### src/core/acp_consts.svh
`ifndef ACP_CONSTS_SVH
`define ACP_CONSTS_SVH
// framing characters
`define ACP_CH_HASH 8'h23
`define ACP_CH_CR 8'h0D
`define ACP_CH_LF 8'h0A
`define ACP_CH_SP 8'h20
`define ACP_CH_0 8'h30
`define ACP_CH_9 8'h39
`define ACP_CH_A 8'h41
`define ACP_CH_F 8'h46
// command field positions after the hash
`define ACP_POS_GROUP 3'h0
`define ACP_POS_SUB 3'h1
`define ACP_POS_CMD 3'h2
`define ACP_POS_SET 3'h3
`define ACP_MAX_FIELD 3'h7
// baud selection code for 9600, also the reset value
`define ACP_BAUD_9600 4'h5
// reply table layout
`define ACP_ROM_DONE 6'h00
`define ACP_ROM_ERR 6'h06
`define ACP_ROM_VER 6'h0D
`define ACP_ROM_PWR 6'h29
`define ACP_ROM_LAST 6'h2F
`endif

### src/core/acp_pkg.sv
package acp_pkg;
  typedef enum logic [3:0] {
    ACP_IDLE = 4'b0001,
    ACP_FIELD = 4'b0010,
    ACP_SEND = 4'b0100,
    ACP_WAIT = 4'b1000
  } acp_state_t;
endpackage

### src/core/acp_parser.sv
`timescale 1ns/1ps
`include "acp_consts.svh"
// Overview of operation
// - every reply ends with CR LF
// - setting characters are 0-9 or A-F
// - fewer than two characters: not a command
// - fields: group, subgroup, command, setting
// - long setting strings accepted for some commands (here any command over four characters answers Error)
// - main-port baud code five selects 9600
// - every reply starts with hash
// - action commands answer Done or Error
// - queries answer identifier plus values
// - one space between identifier and value
// - group zero code one enters command mode
// - version query returns model, version, serial
// - power-fail query returns identifier, space, 0/1
// - power-fail flag set by loss, cleared by resets
module acp_parser
  import acp_pkg::*;
(
  input wire logic SYS_CLK,
  input wire logic RST,
  input wire logic [7:0] RX_DATA,
  input wire logic RX_VALID,
  input wire logic TX_READY,
  input wire logic POWER_LOSS,
  output logic [7:0] TX_DATA,
  output logic TX_VALID,
  output logic CMD_MODE,
  output logic [3:0] BAUD_SEL,
  output logic POWER_FAIL,
  output logic READER_RESET
);
  typedef struct packed {
    acp_state_t st;
    logic [2:0] cnt;
    logic [7:0] grp;
    logic [7:0] sub;
    logic [7:0] cmd;
    logic [7:0] set;
    logic bad;
    logic [5:0] addr;
    logic [1:0] tail;
    logic fetch;
    logic [7:0] tx_data;
    logic tx_valid;
    logic cmd_mode;
    logic [3:0] baud;
    logic pfail;
    logic rreset;
    logic loss_m;
    logic loss_s;
  } acp_core_state_t;
  acp_core_state_t s_q;
  acp_core_state_t s_d;
  logic [7:0] rom_data;

  // hex digit test, used for setting and string characters
  function automatic logic is_hex(input logic [7:0] c);
    is_hex = (c >= `ACP_CH_0 && c <= `ACP_CH_9) || (c >= `ACP_CH_A && c <= `ACP_CH_F);
  endfunction

  // hex character to value
  function automatic logic [3:0] hex_val(input logic [7:0] c);
    logic [7:0] v;
    v = (c <= `ACP_CH_9) ? (c - `ACP_CH_0) : (c - `ACP_CH_A + 8'h0A);
    hex_val = v[3:0];
  endfunction

  acp_reply_rom u_rom (
    .clk(SYS_CLK),
    .rst(RST),
    .addr(s_q.addr),
    .data(rom_data)
  );

  always_comb
  begin
    s_d = s_q;
    s_d.rreset = 1'b0;
    // loss pin is asynchronous: two flops before use
    s_d.loss_m = POWER_LOSS;
    s_d.loss_s = s_q.loss_m;
    if (s_q.loss_s)
      s_d.pfail = 1'b1;
    if (s_q.tx_valid && TX_READY)
      s_d.tx_valid = 1'b0;
    unique case (s_q.st)
      ACP_IDLE:
      begin
        if (RX_VALID && RX_DATA == `ACP_CH_HASH)
        begin
          s_d.st = ACP_FIELD;
          s_d.cnt = 3'h0;
          s_d.bad = 1'b0;
          s_d.grp = 8'h00;
          s_d.sub = 8'h00;
          s_d.cmd = 8'h00;
          s_d.set = 8'h00;
        end
      end
      ACP_FIELD:
      begin
        if (RX_VALID)
        begin
          if (RX_DATA == `ACP_CH_HASH)
          begin
            s_d.cnt = 3'h0;
            s_d.bad = 1'b0;
          end
          else if (RX_DATA == `ACP_CH_CR)
          begin
            s_d.st = ACP_SEND;
            s_d.tail = 2'h0;
            s_d.fetch = 1'b1;
            s_d.addr = `ACP_ROM_ERR;
            if (s_q.cnt < 3'h2 || s_q.bad)
              s_d.addr = `ACP_ROM_ERR;
            else if (s_q.grp == `ACP_CH_0 && s_q.cnt == 3'h2 && s_q.sub == 8'h31)
            begin
              s_d.cmd_mode = 1'b1;
              s_d.addr = `ACP_ROM_DONE;
            end
            else if (s_q.grp == `ACP_CH_0 && s_q.cnt == 3'h2 && s_q.sub == `ACP_CH_0)
            begin
              s_d.cmd_mode = 1'b0;
              s_d.addr = `ACP_ROM_DONE;
            end
            else if (s_q.cmd_mode && s_q.cnt == 3'h3 && s_q.grp == 8'h35 && s_q.sub == `ACP_CH_0
                     && s_q.cmd == 8'h35)
              s_d.addr = `ACP_ROM_VER;
            else if (s_q.cmd_mode && s_q.cnt == 3'h3 && s_q.grp == 8'h35 && s_q.sub == 8'h32
                     && s_q.cmd == `ACP_CH_0)
              s_d.addr = `ACP_ROM_PWR;
            else if (s_q.cmd_mode && s_q.cnt == 3'h2 && s_q.grp == 8'h36
                     && (s_q.sub == 8'h33 || s_q.sub == 8'h35))
            begin
              s_d.pfail = s_q.loss_s;
              s_d.rreset = (s_q.sub == 8'h33);
              s_d.addr = `ACP_ROM_DONE;
            end
            else if (s_q.cmd_mode && s_q.cnt == 3'h4 && s_q.grp == 8'h31 && s_q.sub == `ACP_CH_0
                     && s_q.cmd == `ACP_CH_0 && is_hex(s_q.set))
            begin
              s_d.baud = hex_val(s_q.set);
              s_d.addr = `ACP_ROM_DONE;
            end
          end
          else
          begin
            // decode fields by position, then longer strings
            unique case (s_q.cnt)
              `ACP_POS_GROUP: s_d.grp = RX_DATA;
              `ACP_POS_SUB: s_d.sub = RX_DATA;
              `ACP_POS_CMD: s_d.cmd = RX_DATA;
              `ACP_POS_SET: s_d.set = RX_DATA;
              default: s_d.bad = s_q.bad;
            endcase
            if (s_q.cnt >= `ACP_POS_SET && !is_hex(RX_DATA) && s_q.grp != 8'h36)
              s_d.bad = 1'b1;
            if (s_q.cnt != `ACP_MAX_FIELD)
              s_d.cnt = s_q.cnt + 3'h1;
          end
        end
      end
      ACP_SEND:
      begin
        // rom read data is one cycle behind the address
        if (!s_q.tx_valid || TX_READY)
        begin
          if (s_q.fetch)
            s_d.fetch = 1'b0;
          else if (rom_data != 8'h00)
          begin
            s_d.tx_data = rom_data;
            s_d.tx_valid = 1'b1;
            s_d.addr = s_q.addr + 6'h01;
            s_d.fetch = 1'b1;
          end
          else
          begin
            s_d.st = ACP_WAIT;
            s_d.tail = (s_q.addr == `ACP_ROM_PWR + 6'h06) ? 2'h0 : 2'h1;
          end
        end
      end
      ACP_WAIT:
      begin
        // tail: value byte for power query, then CR, then LF
        if (!s_q.tx_valid || TX_READY)
        begin
          s_d.tx_valid = 1'b1;
          s_d.tail = s_q.tail + 2'h1;
          unique case (s_q.tail)
            2'h0: s_d.tx_data = s_q.pfail ? 8'h31 : `ACP_CH_0;
            2'h1: s_d.tx_data = `ACP_CH_CR;
            2'h2:
            begin
              s_d.tx_data = `ACP_CH_LF;
              s_d.st = ACP_IDLE;
            end
            default: s_d.tx_valid = 1'b0;
          endcase
        end
      end
      default: s_d.st = ACP_IDLE;
    endcase
  end

  // all state in one register
  always_ff @(posedge SYS_CLK or posedge RST)
  begin
    if (RST)
    begin
      s_q <= '0;
      s_q.st <= ACP_IDLE;
      s_q.baud <= `ACP_BAUD_9600;
    end
    else
      s_q <= s_d;
  end

  assign TX_DATA = s_q.tx_data;
  assign TX_VALID = s_q.tx_valid;
  assign CMD_MODE = s_q.cmd_mode;
  assign BAUD_SEL = s_q.baud;
  assign POWER_FAIL = s_q.pfail;
  assign READER_RESET = s_q.rreset;
endmodule

### src/core/acp_reply_rom.sv
`timescale 1ns/1ps
`include "acp_consts.svh"
module acp_reply_rom
  import acp_pkg::*;
(
  input wire logic clk,
  input wire logic rst,
  input wire logic [5:0] addr,
  output logic [7:0] data
);
  typedef struct packed {
    logic [7:0] data;
  } acp_rom_state_t;
  acp_rom_state_t s_q;
  acp_rom_state_t s_d;
  logic [7:0] rom_byte;

  // reply texts; CR/LF appended by the caller
  always_comb
  begin
    unique case (addr)
      6'h00: rom_byte = 8'h23; 6'h01: rom_byte = 8'h44; 6'h02: rom_byte = 8'h6F;
      6'h03: rom_byte = 8'h6E; 6'h04: rom_byte = 8'h65; 6'h05: rom_byte = 8'h00;
      6'h06: rom_byte = 8'h23; 6'h07: rom_byte = 8'h45; 6'h08: rom_byte = 8'h72;
      6'h09: rom_byte = 8'h72; 6'h0A: rom_byte = 8'h6F; 6'h0B: rom_byte = 8'h72;
      6'h0C: rom_byte = 8'h00;
      // version: #Model X1 Ver 1.00 SN000001 (text arbitrary)
      6'h0D: rom_byte = 8'h23; 6'h0E: rom_byte = 8'h4D; 6'h0F: rom_byte = 8'h6F;
      6'h10: rom_byte = 8'h64; 6'h11: rom_byte = 8'h65; 6'h12: rom_byte = 8'h6C;
      6'h13: rom_byte = 8'h20; 6'h14: rom_byte = 8'h58; 6'h15: rom_byte = 8'h31;
      6'h16: rom_byte = 8'h20; 6'h17: rom_byte = 8'h56; 6'h18: rom_byte = 8'h65;
      6'h19: rom_byte = 8'h72; 6'h1A: rom_byte = 8'h20; 6'h1B: rom_byte = 8'h31;
      6'h1C: rom_byte = 8'h2E; 6'h1D: rom_byte = 8'h30; 6'h1E: rom_byte = 8'h30;
      6'h1F: rom_byte = 8'h20; 6'h20: rom_byte = 8'h53; 6'h21: rom_byte = 8'h4E;
      // serial digits, value arbitrary
      6'h22: rom_byte = 8'h30; 6'h23: rom_byte = 8'h30; 6'h24: rom_byte = 8'h30;
      6'h25: rom_byte = 8'h30; 6'h26: rom_byte = 8'h30; 6'h27: rom_byte = 8'h31;
      6'h28: rom_byte = 8'h00;
      // power-fail identifier, value byte appended by the caller
      6'h29: rom_byte = 8'h23; 6'h2A: rom_byte = 8'h50; 6'h2B: rom_byte = 8'h46;
      6'h2C: rom_byte = 8'h4C; 6'h2D: rom_byte = 8'h47; 6'h2E: rom_byte = 8'h20;
      6'h2F: rom_byte = 8'h00;
      default: rom_byte = 8'h00;
    endcase
  end

  always_comb
  begin
    s_d = s_q;
    s_d.data = rom_byte;
  end

  // registered read data, one cycle latency
  always_ff @(posedge clk or posedge rst)
  begin
    if (rst)
      s_q <= '0;
    else
      s_q <= s_d;
  end

  assign data = s_q.data;
endmodule

### config.mk
export PLATFORM = sky130hd
export DESIGN_NAME = acp_parser
export DESIGN_NICKNAME = d
export VERILOG_FILES = /design/src/core/acp_pkg.sv /design/src/core/acp_parser.sv /design/src/core/acp_reply_rom.sv
export VERILOG_INCLUDE_DIRS = /design/src /design/src/core
export SDC_FILE = /design/constraint.sdc
export NUM_CORES = 1
export LEC_CHECK = 0
export BUFFER_PORTS_ARGS = -buffer_cell sky130_fd_sc_hd__buf_2
export CAP_MARGIN = 5
export CORE_MARGIN = 3
export CORE_UTILIZATION = 53
export CTS_BUF_LIST = sky130_fd_sc_hd__clkbuf_4 sky130_fd_sc_hd__clkbuf_8
export CTS_CLUSTER_SIZE = 40
export DETAILED_ROUTE_END_ITERATION = 8
export GPL_TIMING_DRIVEN = 0
export HOLD_SLACK_MARGIN = 0.03
export PLACE_DENSITY = 0.81
export SKIP_LAST_GASP = 1
export SLEW_MARGIN = 40
export SYNTH_ARGS = -nofsm -noshare
export SYNTH_HDL_FRONTEND = slang
export SYNTH_SLANG_ARGS = --single-unit
### constraint.sdc
create_clock -name SYS_CLK -period 6.31 [get_ports SYS_CLK]
set_input_delay 0.3155 -clock SYS_CLK [delete_from_list [all_inputs] [get_ports SYS_CLK]]
set_output_delay 0.3155 -clock SYS_CLK [all_outputs]
set_load 0.01 [all_outputs]
# Word-level counts from Yosys, hierarchy flattened
# Memory sizes are Yosys's and may differ from the RTL's. A register that Yosys moved wholly into a read port is not among the register bits.
# Index checks and enable logic that the tools add are counted.
classes:
  n_addsub: 6
  magnitude_cmp: 10
  eq_ne: 45
  n_mux: 62
  n_bitwise: 7
  reduce_logical: 54
op_table:
  columns: ["op", "count"]
  rows:
  - ["$eq 8x6->1 const B", 12]
  - ["$pmux 36 s2", 1]
  - ["$mux 49", 1]
  - ["$mux 6", 7]
  - ["$mux 40", 1]
  - ["$mux 8", 5]
  - ["$mux 36", 1]
  - ["$mux 9", 4]
  - ["$reduce_and 6->1", 6]
  - ["$mux 32", 1]
  - ["$mux 4", 8]
  - ["$logic_and 1x1->1", 25]
  - ["$mux 2", 12]
  - ["$ne 2x2->1 const B", 12]
  - ["$pmux 8 s3", 1]
  - ["$mux 18", 1]
  - ["$pmux 9 s2", 1]
  - ["$ge 8x6->1 const B", 2]
  - ["$ge 8x7->1 const B", 2]
  - ["$le 8x6->1 const B", 2]
  - ["$le 8x7->1 const B", 2]
  - ["$pmux 4 s4", 1]
  - ["$reduce_and 5->1", 3]
  - ["$ne 3x3->1 const B", 4]
  - ["other kinds (40)", 69]
totals:
  regBits: 75
  rom_bits: 448
  input_bits: 13
  out_inout_bits: 16
  wordCells: 204
  mem_count: 1
mem_list:
  columns: ["name", "depth", "word_bits", "read_ports", "rd_clocked_by_memory_dff", "wr", "line", "text"]
  rows:
  - ["(name not given)", 64, 7, 1, 1, 0, "acp_reply_rom.sv:21", "unique case (addr)"]

# Depth between registers and ports, before layout
# Gate-level depths: netlist of run 1.
logic_depth:
  ltp_word: 17
  depth_mapped: 8
  ltp_nobuf: 8

# Modules after synthesis
# From an unflattened synthesis of run 1, not the netlist that was laid out.
hier_totals:
  cells_unflattened: 460
  hier_area_um2: 4603.2
by_module_without_submodules:
  columns: ["module", "n_inst", "cells_each", "area_each_um2", "seq_area_each_um2"]
  rows:
  - ["acp_parser", 1, 357, 3781.1, 1680.4]
  - ["acp_reply_rom", 1, 103, 822.0, 175.2]

# Worst setup path before layout of run 1
# Ideal clock, no wire load.
synth_path:
  path_kind: "flip-flop to flip-flop"
  startpoint: "register s_q[63] (netlist name)"
  endpoint: "register s_q[28] (netlist name)"
  setup_time_ps: 125
  t_arrival_ps: 1886
  required_ps: 6185
  slack_ps: 4299
  stages_incl_launch_ff: 7
  path_buffers: 1
  synth_period_minus_slack_ps: 2011
  path_cell_list: "dfstp_2 > nor4b_4 > a22oi_2 > nor2b_4 > o21a_1 > buf_4 > mux2_2"
synth_via:
  elab_chain_cells: 3
  word_cells_on_any_way: 10
  cone_classes: "eq/ne (7); mux (1); reduce/logical (2)"
synth_lines:
  columns: ["element", "line", "text"]
  rows:
  - ["start: declaration", "acp_parser.sv:54", "acp_core_state_t s_q;"]
  - ["$eq 4x2->1 or $eq 4x1->1 (tied branches)", "acp_parser.sv:88", "unique case (s_q.st)"]
  - ["$ne 2x2->1 (no line) or $reduce_bool 2->1 (tied branches)", null, null]
  - ["$reduce_and 6->1 (no line)", null, null]
# Parallel ways exist; a longest one is shown, timed or not.
# A chain may end at the register's enable or synchronous reset.

# Final worst setup path of run 1
layout_path:
  startpoint: "register s_q[66] (netlist name)"
  endpoint: "register s_q (netlist bit BAUD_SEL[3])"
layout_via:
  elab_chain_cells: 2
layout_lines:
  columns: ["element", "line"]
  rows:
  - ["$eq 4x2->1", "acp_parser.sv:88"]
  - ["$reduce_and 11->1 (no line)", null]
# Every way passes these cells.

==> results of run 1 <==
[final cells by class]
cell class                      count  share of cell area, %
Clock inverter                      6                   1.32
Buffer                             32                   3.82
Sequential cell                    73                   35.2
Inverter                           16                   1.25
Clock buffer                       10                   2.52
Multi-Input combinational cell    344                   50.1
Tap cell                          105                   2.52
Timing Repair Buffer               29                   3.32
[per-stage QoR]
| step | cell area [sq um] | utilization, % | power [mW] | setup slack (ns) | hold WS (ns) |
|---|---|---|---|---|---|
| finish | 5200 | 61.8 | 0.882 | 4.04 | 0.0556 |
| global route | 5200 | 61.8 | 0.911 | 3.89 | 0.0480 |
| CTS | 5200 | 61.8 | 0.891 | 4.04 | 0.0493 |
| detailed placement | 4990 | 59.3 | 0.515 | 4.06 | 0.271 |
| global placement | 4960 | 58.9 | 0.512 | 3.27 | 0.332 |
| floorplan | 4700 | - | 0.501 | 4.15 | 0.331 |
[registers in the layout, indices dropped and copies added, names as in the netlist]
| register | flops |
|---|---|
| BAUD_SEL | 4 |
| s_q | 50 |
| TX_DATA | 7 |
| u_rom.data | 7 |
| POWER_FAIL | 1 |
| TX_VALID | 1 |
| CMD_MODE | 1 |
| READER_RESET | 1 |
| s_d | 1 |
[cells by family (layout without fill, tap and decap cells)]
group	count (synthesis)	count (layout)	synth area share, %
adder cells (fa/ha/maj)	27	27	7.19
flip-flops	73	73	39.0
other	1	1	0.0799
XOR/XNOR	5	5	0.933
multiplexers	43	43	11.0
AND/OR/NAND/NOR	161	161	21.1
AO/OA/AOI/OAI	107	107	15.2
buffers and inverters	48	93	5.52
[timing repair]
action / 4_1_cts / 5_1_grt
hold endpoints to repair: 20 / 0
gates resized for setup: 0 / 0
hold buffers: 1 / 0
[cell usage after synthesis, drive strengths merged (2+ instances only)]
cell,number,share of area (%)
dfrtp,70,37
mux2,42,11
o21ai,36,4.2
nand2,33,2.6
nor2,30,2.4
ha,27,7.2
buf,25,3.7
a21oi,20,2.2
inv,16,1.3
nor3,15,1.7
and2,12,1.7
nand2b,10,1.4
nand4,10,1.3
nand3,9,1.2
nor4b,8,2.4
clkbuf,7,0.56
nor4,7,1.4
a31oi,6,0.80
nor2b,6,0.96
a21o,5,0.80
a22oi,5,0.91
o211ai,5,0.80
nand3b,4,0.64
a32o,3,0.64
dfstp,3,1.7
o21a,3,0.48
o22ai,3,0.40
or4b,3,0.64
xnor2,3,0.56
a211oi,2,0.32
a32oi,2,0.37
and4bb,2,0.53
nor3b,2,0.43
o221ai,2,0.51
o31ai,2,0.32
o32a,2,0.43
or3,2,0.27
or4,2,0.40
xor2,2,0.37
[routing by layer]
metal / global-route usage [%] / vias to the layer above / routed length (microns)
met3: 4.79 / 23 / 525
met2: 34.4 / 111 / 4910
met5: 0 / - / 0
met1: 27.3 / 1762 / 4370
li1: - / 1768 / -
met4: 7.88 / 0 / 226
[worst max-delay path: cells and delay by family, from the launching register on]
kind | cells | cell delay, ns
flops | 1 | 0.51
simple gates | 4 | 1.06
mux | 1 | 0.33
buf+inv | 1 | 0.27
[report_power, final]
group	switching (mW)	total [mW]	internal (mW)
logic	0.0206	0.0328	0.0122
registers	0.00321	0.473	0.470
clock network	0.187	0.376	0.188
[worst min-delay path by stage]
| stage | startpoint | to | slack, ns | cells past startpoint |
|---|---|---|---|---|
| floorplan | s_d[0] | s_q[0] | 0.33 | 0 |
| detailed placement | RST | s_d[0] | 0.27 | 2 |
| CTS | POWER_LOSS | s_d[0] | 0.05 | 1 |
| global route | POWER_LOSS | s_d[0] | 0.05 | 1 |
| finish | POWER_LOSS | s_d[0] | 0.06 | 1 |
| global placement | s_d[0] | s_q[0] | 0.33 | 0 |
==> results_dict.tcl, run 1 <==
set metrics [dict create \
    path_clk_slew_ns 0.08 \
    r2r_cells 6 \
    antenna_found_initial 0 \
    die_area_sq_um 10000 \
    ys_warn_count 0 \
    cp.arrival_ns 2.53 \
    io_pins 29 \
    r2r_setup_slack_ns 4.04 \
    drive_gt1_share_pct 26.9 \
    finalHoldViolCount 0 \
    die_h_microns 100 \
    grt-ovfl-total 0 \
    period_share_pct 36.0 \
    critPathCaptureType "register" \
    fin_crit_ns 2.27 \
    coreArea_sq_um 8420 \
    tns_ns 0 \
    track_usage_pct 21.0 \
    diodes 0 \
    r2r-end "BAUD_SEL[3]" \
    ys_ff_latch 73 \
    finClkSkew_ns 0.00919 \
    nNetsFinal 545 \
    place.gp.congestion 0.883 \
    hp-class "input pin to register" \
    drcViolationCount 0 \
    postSynth.asyncResetShare_pct 100 \
    ys_seq_area_share_pct 39.0 \
    start_util_pct 55.7 \
    viasPerCell 5.96 \
    worstPathCellList "nor4b_4, buf_2, nand3_4, nor3_2, and2_4, mux2_2" \
    cts-root-buf "clkbuf_8" \
    grt_max_degree 54 \
    route.vias.total 3664 \
    grt_first_pass_wirelength_microns 16900 \
    path_class "register to register" \
    cts_max_level 3 \
    critical_path.max_fanout 10 \
    clockBufferDepth 2 \
    drt-initial-drc-count 295 \
    antenna_left 0 \
    timing.final.max_slew_violations 0 \
    synth-edff-count 0 \
    syn2layout_area_growth_pct 10.8 \
    layout_commonest_cell "dfrtp_1" \
    routedWlPerCell_microns 16.3 \
    dp.cells 598 \
    num_rows 33 \
    hpwl_microns 7420 \
    totalWireLength_microns 10000 \
    p_leak_nw 2.38 \
    cts_made_buffers 9 \
    slew_headroom_pct 50.2 \
    syn_inst 465 \
    fill_cells 706 \
    cpPeakStageDelay_ns 0.51 \
    slowest_stage "dfrtp_1" \
    multiInputGateArea_sq_um 2610 \
    synth.net_count 505 \
    tightest_slew_ns 0.737 \
    power.density_nw_per_um2 169 \
    cts_tree "yes" \
    critPathLaunch "s_q[66]" \
    finalSetupViolCount 0 \
    cp.required_ns 6.57 \
    synth.avg_cell_area_sq_um 10.1 \
    max_freq_mhz 440 \
    endpoint "BAUD_SEL[3]" \
    critPathLaunchType "register" \
    cts_setup_buffers 0 \
    clock-sinks 73 \
    status "finished, final reports clean" \
    dr.pass1.iters 5 \
    clock_latency_ns 0.37 \
    maxCapViolations 0 \
    port_buffers 27 \
    die_w_microns 100 \
    irDropWorstVdd_v 0.000140 \
    grt_pass1_vias 3461 \
    final_cells 615 \
    layout_common_cells "dfrtp_1 (70), buf_2 (33), o21ai_0 (33), mux2_2 (33), nand2_1 (33)" \
    synth_ff_type "dfrtp_1" \
    synth_cell_types 79 \
    r2r-start "s_q[66]" \
    seq_area_sq_um 1830 \
    grt_setup_unrepaired "false" \
    synthesis.area_sq_um 4700 \
]
No activity file was read; power rests on OpenSTA's default activity.
==> inputs of run 2 (changes only) <==
--- a/config.mk
+++ b/config.mk
@@ -15,7 +15,7 @@
 export DETAILED_ROUTE_END_ITERATION = 8
 export GPL_TIMING_DRIVEN = 0
 export HOLD_SLACK_MARGIN = 0.03
-export PLACE_DENSITY = 0.81
+export PLACE_DENSITY = 0.84
 export SKIP_LAST_GASP = 1
 export SLEW_MARGIN = 40
 export SYNTH_ARGS = -nofsm -noshare
==> constraint.sdc (replaced) <==
create_clock -name SYS_CLK -period 2 [get_ports SYS_CLK]
set_input_delay 0.1 -clock SYS_CLK [delete_from_list [all_inputs] [get_ports SYS_CLK]]
set_output_delay 0.1 -clock SYS_CLK [all_outputs]
set_load 0.01 [all_outputs]
==> run 2 against run 1 <==
The flow now finishes with violations (negative setup slack). Hold slack better by 0.084 ns. Combinational power grew to 3.9 times the previous value. Critical path type unchanged. Utilization is 8.0 points higher. Non-clock buffer count is 35 higher.
==> results_dict.tcl, run 2 (synthesized netlist as in run 1, its figures left out) <==
set metrics [dict create \
    grt_setup_unrepaired "true" \
    tightest_slew_ns 0.594 \
    hold_depth 3 \
    viasPerCell 6.27 \
    clockBufferDepth 2 \
    r2r-start "s_q[65]" \
    status "complete, but fails checks" \
    clock_latency_ns 0.35 \
    die_area_sq_um 10000 \
    layout_common_cells "dfrtp_1 (64), buf_4 (44), nand2_1 (31), mux2_4 (28), buf_2 (28)" \
    hp-class "input pin to register" \
    violations "negative setup slack" \
    dr.pass1.iters 6 \
    coreArea_sq_um 8420 \
    cpPeakStageDelay_ns 0.38 \
    syn2layout_area_growth_pct 25.2 \
    grt_pass1_vias 3885 \
    slowest_stage "dfrtp_1" \
    maxCapViolations 0 \
    grt_max_degree 42 \
    start_util_pct 55.7 \
    r2r-end "s_q[28]" \
    drt-initial-drc-count 293 \
    path_class "register to register" \
    path_clk_slew_ns 0.08 \
    critPathCaptureType "register" \
    power_frac_seq_pct 52.5 \
    r2r_setup_slack_ns -0.17 \
    hold_end "s_q[62]" \
    io_pins 29 \
    post-route-util_pct 69.8 \
    critical_path.max_fanout 8 \
    cts_made_buffers 9 \
    critPathLaunchType "register" \
    dr_wl_met2_microns 6420 \
    power.density_nw_per_um2 484 \
    regMostFlops "s_q" \
    die_h_microns 100 \
    seq_area_sq_um 1840 \
    clock-sinks 73 \
    power_switching_uw 658 \
    drt-met1-wl_microns 4720 \
    routedWlPerCell_microns 19.0 \
    cts_max_level 3 \
    cp.arrival_ns 2.40 \
    antenna_left 0 \
    hpwl_microns 7660 \
    fin_area_sq_um 5880 \
    period_share_pct 108 \
    track_usage_pct 22.7 \
    swShare_pct 23.1 \
    nNetsFinal 580 \
    drive_gt1_share_pct 39.8 \
    worstPathCellList "buf_6, buf_12, nor4b_4, a22oi_2, nor2b_4, o21a_1, buf_6, mux2_4" \
    port_buffers 27 \
    totalWireLength_microns 12400 \
    crit_top_cell "buf_6" \
    place.gp.congestion 0.898 \
    internal_power_mw 2.18 \
    slew_headroom_pct 60.3 \
    topRoutingLayerUsed "met4" \
    fin_crit_ns 2.17 \
    grt-ovfl-total 0 \
    diodes 0 \
    finalSetupViolCount 47 \
    finalHoldViolCount 0 \
    irDropWorstVdd_v 0.000297 \
    max_freq_mhz 461 \
    layout_commonest_cell "dfrtp_1" \
    timing.final.max_slew_violations 0 \
    largest_reg_flops 50 \
    r2r_cells 8 \
    route.met3.wl_microns 711 \
    combPwrFrac_pct 4.6 \
    num_rows 33 \
    place_area_sq_um 5000 \
    fill_cells 587 \
    dp.cells 598 \
    setup_ws_ns -0.167 \
    cts-root-buf "clkbuf_8" \
    critPathLaunch "s_q[65]" \
    p_leak_nw 2.66 \
    route.vias.total 4073 \
    drcViolationCount 0 \
    grt_first_pass_wirelength_microns 18400 \
    cp.required_ns 2.24 \
    p_clk_share_pct 43.0 \
    min_from "RX_VALID" \
    die_w_microns 100 \
    antenna_found_initial 0 \
    final_cells 650 \
    multiInputGateArea_sq_um 2920 \
    finClkSkew_ns 0.0157 \
    cts_tree "yes" \
]
==> run 2: stage by stage <==
| step | setup slack, ns | setup TNS [ns] | total power, mW | hold slack (ns) |
|---|---|---|---|---|
| floorplan | 0.00100 | 0 | 1.58 | 0.131 |
| global placement | -0.719 | -54.63 | 1.61 | 0.208 |
| detailed placement | -0.316 | -6.44 | 1.62 | 0.127 |
| CTS | -0.0888 | -0.350 | 2.83 | 0.127 |
| global route | -0.188 | -5.64 | 2.93 | 0.148 |
| finish | -0.167 | -3.10 | 2.84 | 0.140 |
==> run 2: per-layer routing <==
metal / GRT usage [%] / vias to the layer above
li1: - / 1840
met1: 26.9 / 1974
met2: 41.1 / 199
met3: 3.27 / 60
met4: 9.22 / 0
met5: 0 / -
==> run 2: layout make-up <==
cell class                 count  area share [%]
clock buffer                  11            2.58
clock inverter                 5            1.06
sequential                    73            31.3
multi-input combinational    344            49.6
buffer                        29            3.68
timing repair buffer          67            8.39
tap                          105            2.24
inverter                      16            1.17
==> run 2: repair_timing <==
action / in CTS / in global routing
resized for setup: 36 / 73
pin swaps: 14 / 22
hold buffers: 2 / 0
cloned: 0 / 1
setup buffers: 21 / 18
hold endpoints to repair: 39 / 0
setup endpoints to repair: 56 / 66
==> run 2: worst max path at each step <==
stage / end / slack, ns / cells after the start
final: s_q[28] / -0.17 / 8
after global routing: s_q[31] / -0.19 / 8
after CTS: s_q[66] / -0.09 / 6
after detailed placement: BAUD_SEL[3] / -0.32 / 6
after global placement: u_rom.data[2] / -0.72 / 2
after floorplan: s_q[66] / 0.001 / 7
==> run 2: power by group through the flow <==
stage	clock network (mW)	logic [mW]	registers (mW)
after floorplan	0	0.0602	1.52
after global placement	0	0.0919	1.52
after detailed placement	0	0.101	1.52
after CTS	1.22	0.119	1.49
after global routing	1.29	0.143	1.49
final	1.22	0.129	1.49
==> run 2: critical path: cells and delay by family, from the launching register on <==
kind	cells	cell delay (ns)
buffers and inverters	3	0.44
AOI/OAI and AO/OA	2	0.38
and+or+nand+nor	2	0.54
DFF	1	0.38
muxes	1	0.32
==> inputs of run 3 (changes only) <==
--- a/config.mk
+++ b/config.mk
@@ -16,7 +16,6 @@
 export GPL_TIMING_DRIVEN = 0
 export HOLD_SLACK_MARGIN = 0.03
 export PLACE_DENSITY = 0.84
-export SKIP_LAST_GASP = 1
 export SLEW_MARGIN = 40
 export SYNTH_ARGS = -nofsm -noshare
 export SYNTH_HDL_FRONTEND = slang
==> constraint.sdc (replaced) <==
create_clock -name SYS_CLK -period 2 [get_ports SYS_CLK]
set_input_delay 0.1 -clock SYS_CLK [delete_from_list [all_inputs] [get_ports SYS_CLK]]
set_output_delay 0.1 -clock SYS_CLK [all_outputs]
set_load 0.1 [all_outputs]
==> run 3 against run 2 <==
The run still ends with negative setup slack left. Combinational power increased by 16%. Critical path depth unchanged. Sequential cell count did not move. Total power grew 0.28%. Die area stayed put. Clock-buffer cell count is 1 lower. Global-route usage up 0.27 points. Utilization rose by 0.51 points. Non-clock buffer count increased by 2. Setup slack improved by 0.010 ns. Final cell count grew 0.31%. Clock power about the same. Largest power group unchanged.
==> results_dict.tcl, run 3 (synthesized netlist as in run 1, its figures left out) <==
set metrics [dict create \
    clock-sinks 73 \
    timing.final.max_slew_violations 0 \
    cts_made_buffers 9 \
    fin_crit_ns 2.16 \
    die_h_microns 100 \
    routedWlPerCell_microns 19.3 \
    port_buffers 27 \
    clock_latency_ns 0.35 \
    post-route-util_pct 70.3 \
    grt-ovfl-total 0 \
    hpwl_microns 7550 \
    hp-class "input pin to register" \
    hold_depth 3 \
    critical_path.max_fanout 8 \
    grt_setup_unrepaired "true" \
    antenna_left 0 \
    track_usage_pct 23.0 \
    drcViolationCount 0 \
    dr.pass1.iters 5 \
    hold_end "s_q[62]" \
    cts_tree "yes" \
    antenna_found_initial 0 \
    nNetsFinal 582 \
    cts_max_level 3 \
    max_freq_mhz 464 \
    grt_max_degree 64 \
    finalHoldViolCount 0 \
    layout_common_cells "dfrtp_1 (61), buf_4 (46), buf_2 (28), nor2_1 (26), nand2_1 (26)" \
    layout_commonest_cell "dfrtp_1" \
    r2r-start "s_q[66]" \
    path_class "register to register" \
    die_w_microns 100 \
    viasPerCell 6.25 \
    tightest_slew_ns 0.627 \
    io_pins 29 \
    slew_headroom_pct 58.1 \
    drt-initial-drc-count 343 \
    regMostFlops "s_q" \
    start_util_pct 55.7 \
    coreArea_sq_um 8420 \
    largest_reg_flops 50 \
    totalWireLength_microns 12600 \
    p_leak_nw 2.64 \
    cp.arrival_ns 2.39 \
    grt_pass1_vias 3816 \
    die_area_sq_um 10000 \
    status "complete, but fails checks" \
    maxCapViolations 0 \
    num_rows 33 \
    min_from "RX_VALID" \
    finalSetupViolCount 40 \
    violations "negative setup slack" \
    r2r_cells 8 \
    drive_gt1_share_pct 42.4 \
    power.total_mw 2.85 \
    r2r_setup_slack_ns -0.16 \
    setup_ws_ns -0.157 \
    route.vias.total 4075 \
    irDropWorstVdd_v 0.000521 \
    power.density_nw_per_um2 482 \
    syn2layout_area_growth_pct 26.1 \
    cp.required_ns 2.23 \
    r2r-end "s_q[30]" \
    clockBufferDepth 2 \
    period_share_pct 108 \
    tns_ns -3.43 \
    critPathLaunchType "register" \
    place.gp.congestion 0.875 \
    path_clk_slew_ns 0.09 \
    grt_first_pass_wirelength_microns 18600 \
    cts-root-buf "clkbuf_8" \
    dp.cells 598 \
    final_cells 652 \
    diodes 0 \
    critPathCaptureType "register" \
    finClkSkew_ns 0.0142 \
]
-- run 3: cell types whose count changed in the layout (fill, tap and decap cells not counted), moves of 3 or more --
cell | previous run | this run
nand2_1 | 31 | 26
mux2_4 | 28 | 23
buf_12 | 4 | 1
dfrtp_1 | 64 | 61
mux2_2 | 14 | 19
nand2_2 | 2 | 6
dfrtp_2 | 6 | 9
-- run 3: metrics by stage --
step           setup slack [ns]  cell area (sq um)  hold slack (ns)
3_3_place_gp             -0.963               4970            0.210
5_1_grt                  -0.232               5920            0.160
4_1_cts                  -0.150               5540            0.124
2_1_floorplan            -0.111               4710            0.131
3_5_place_dp             -0.278               5010           0.0143
6_report                 -0.157               5920            0.148
-- run 3: layer usage --
layer | vias to the layer above | share of wire (%) | global-route usage [%]
met4 | 0 | 3.3 | 7.77
met5 | - | 0 | 0
li1 | 1842 | - | -
met2 | 189 | 51 | 39.2
met3 | 55 | 6.0 | 4.73
met1 | 1989 | 39 | 29.1
-- run 3: critical path, cell delays in order, from the launching register on --
cell     delay, ns
dfrtp_2       0.46
buf_12        0.15
nor4b_4       0.32
buf_4         0.17
a22oi_2       0.06
nor2b_4       0.19
o21a_1        0.19
buf_6         0.18
mux2_4        0.31
-- run 3: area by class of cell --
class / count / area [sq um]
plain buffers: 29 / 204
clock buffers: 10 / 138
clock inverters: 6 / 66.3
fillers: 551 / 2500
inverters: 16 / 68.8
multi-input cells: 344 / 2960
flip-flops and latches: 73 / 1840
well taps: 105 / 131
repair buffers: 69 / 510
-- run 3: where the power goes --
group	leakage, nW	switching [mW]	internal, mW	total [mW]
clock	0.107	0.594	0.615	1.21
sequential	0.965	0.00833	1.48	1.49
combinational	1.57	0.0912	0.0588	0.150
-- run 3: timing repair --
action,in CTS,in global routing
hold buffers,2,0
gates cloned,1,0
pin swaps,18,23
setup buffers,22,17
endpoints found under the hold margin,72,0
setup endpoints to repair,56,64
resized for setup,43,79
-- run 3: worst max path at each step --
stage	from	end	slack [ns]	cells after the start
global placement	RST	TX_VALID	-0.96	2
finish	s_q[66]	s_q[30]	-0.16	8
floorplan	RST	CMD_MODE	-0.11	1
CTS	u_rom.data[2]	s_q[66]	-0.15	6
global route	s_q[60]	s_q[24]	-0.23	10
detailed placement	s_q[66]	BAUD_SEL[1]	-0.28	6
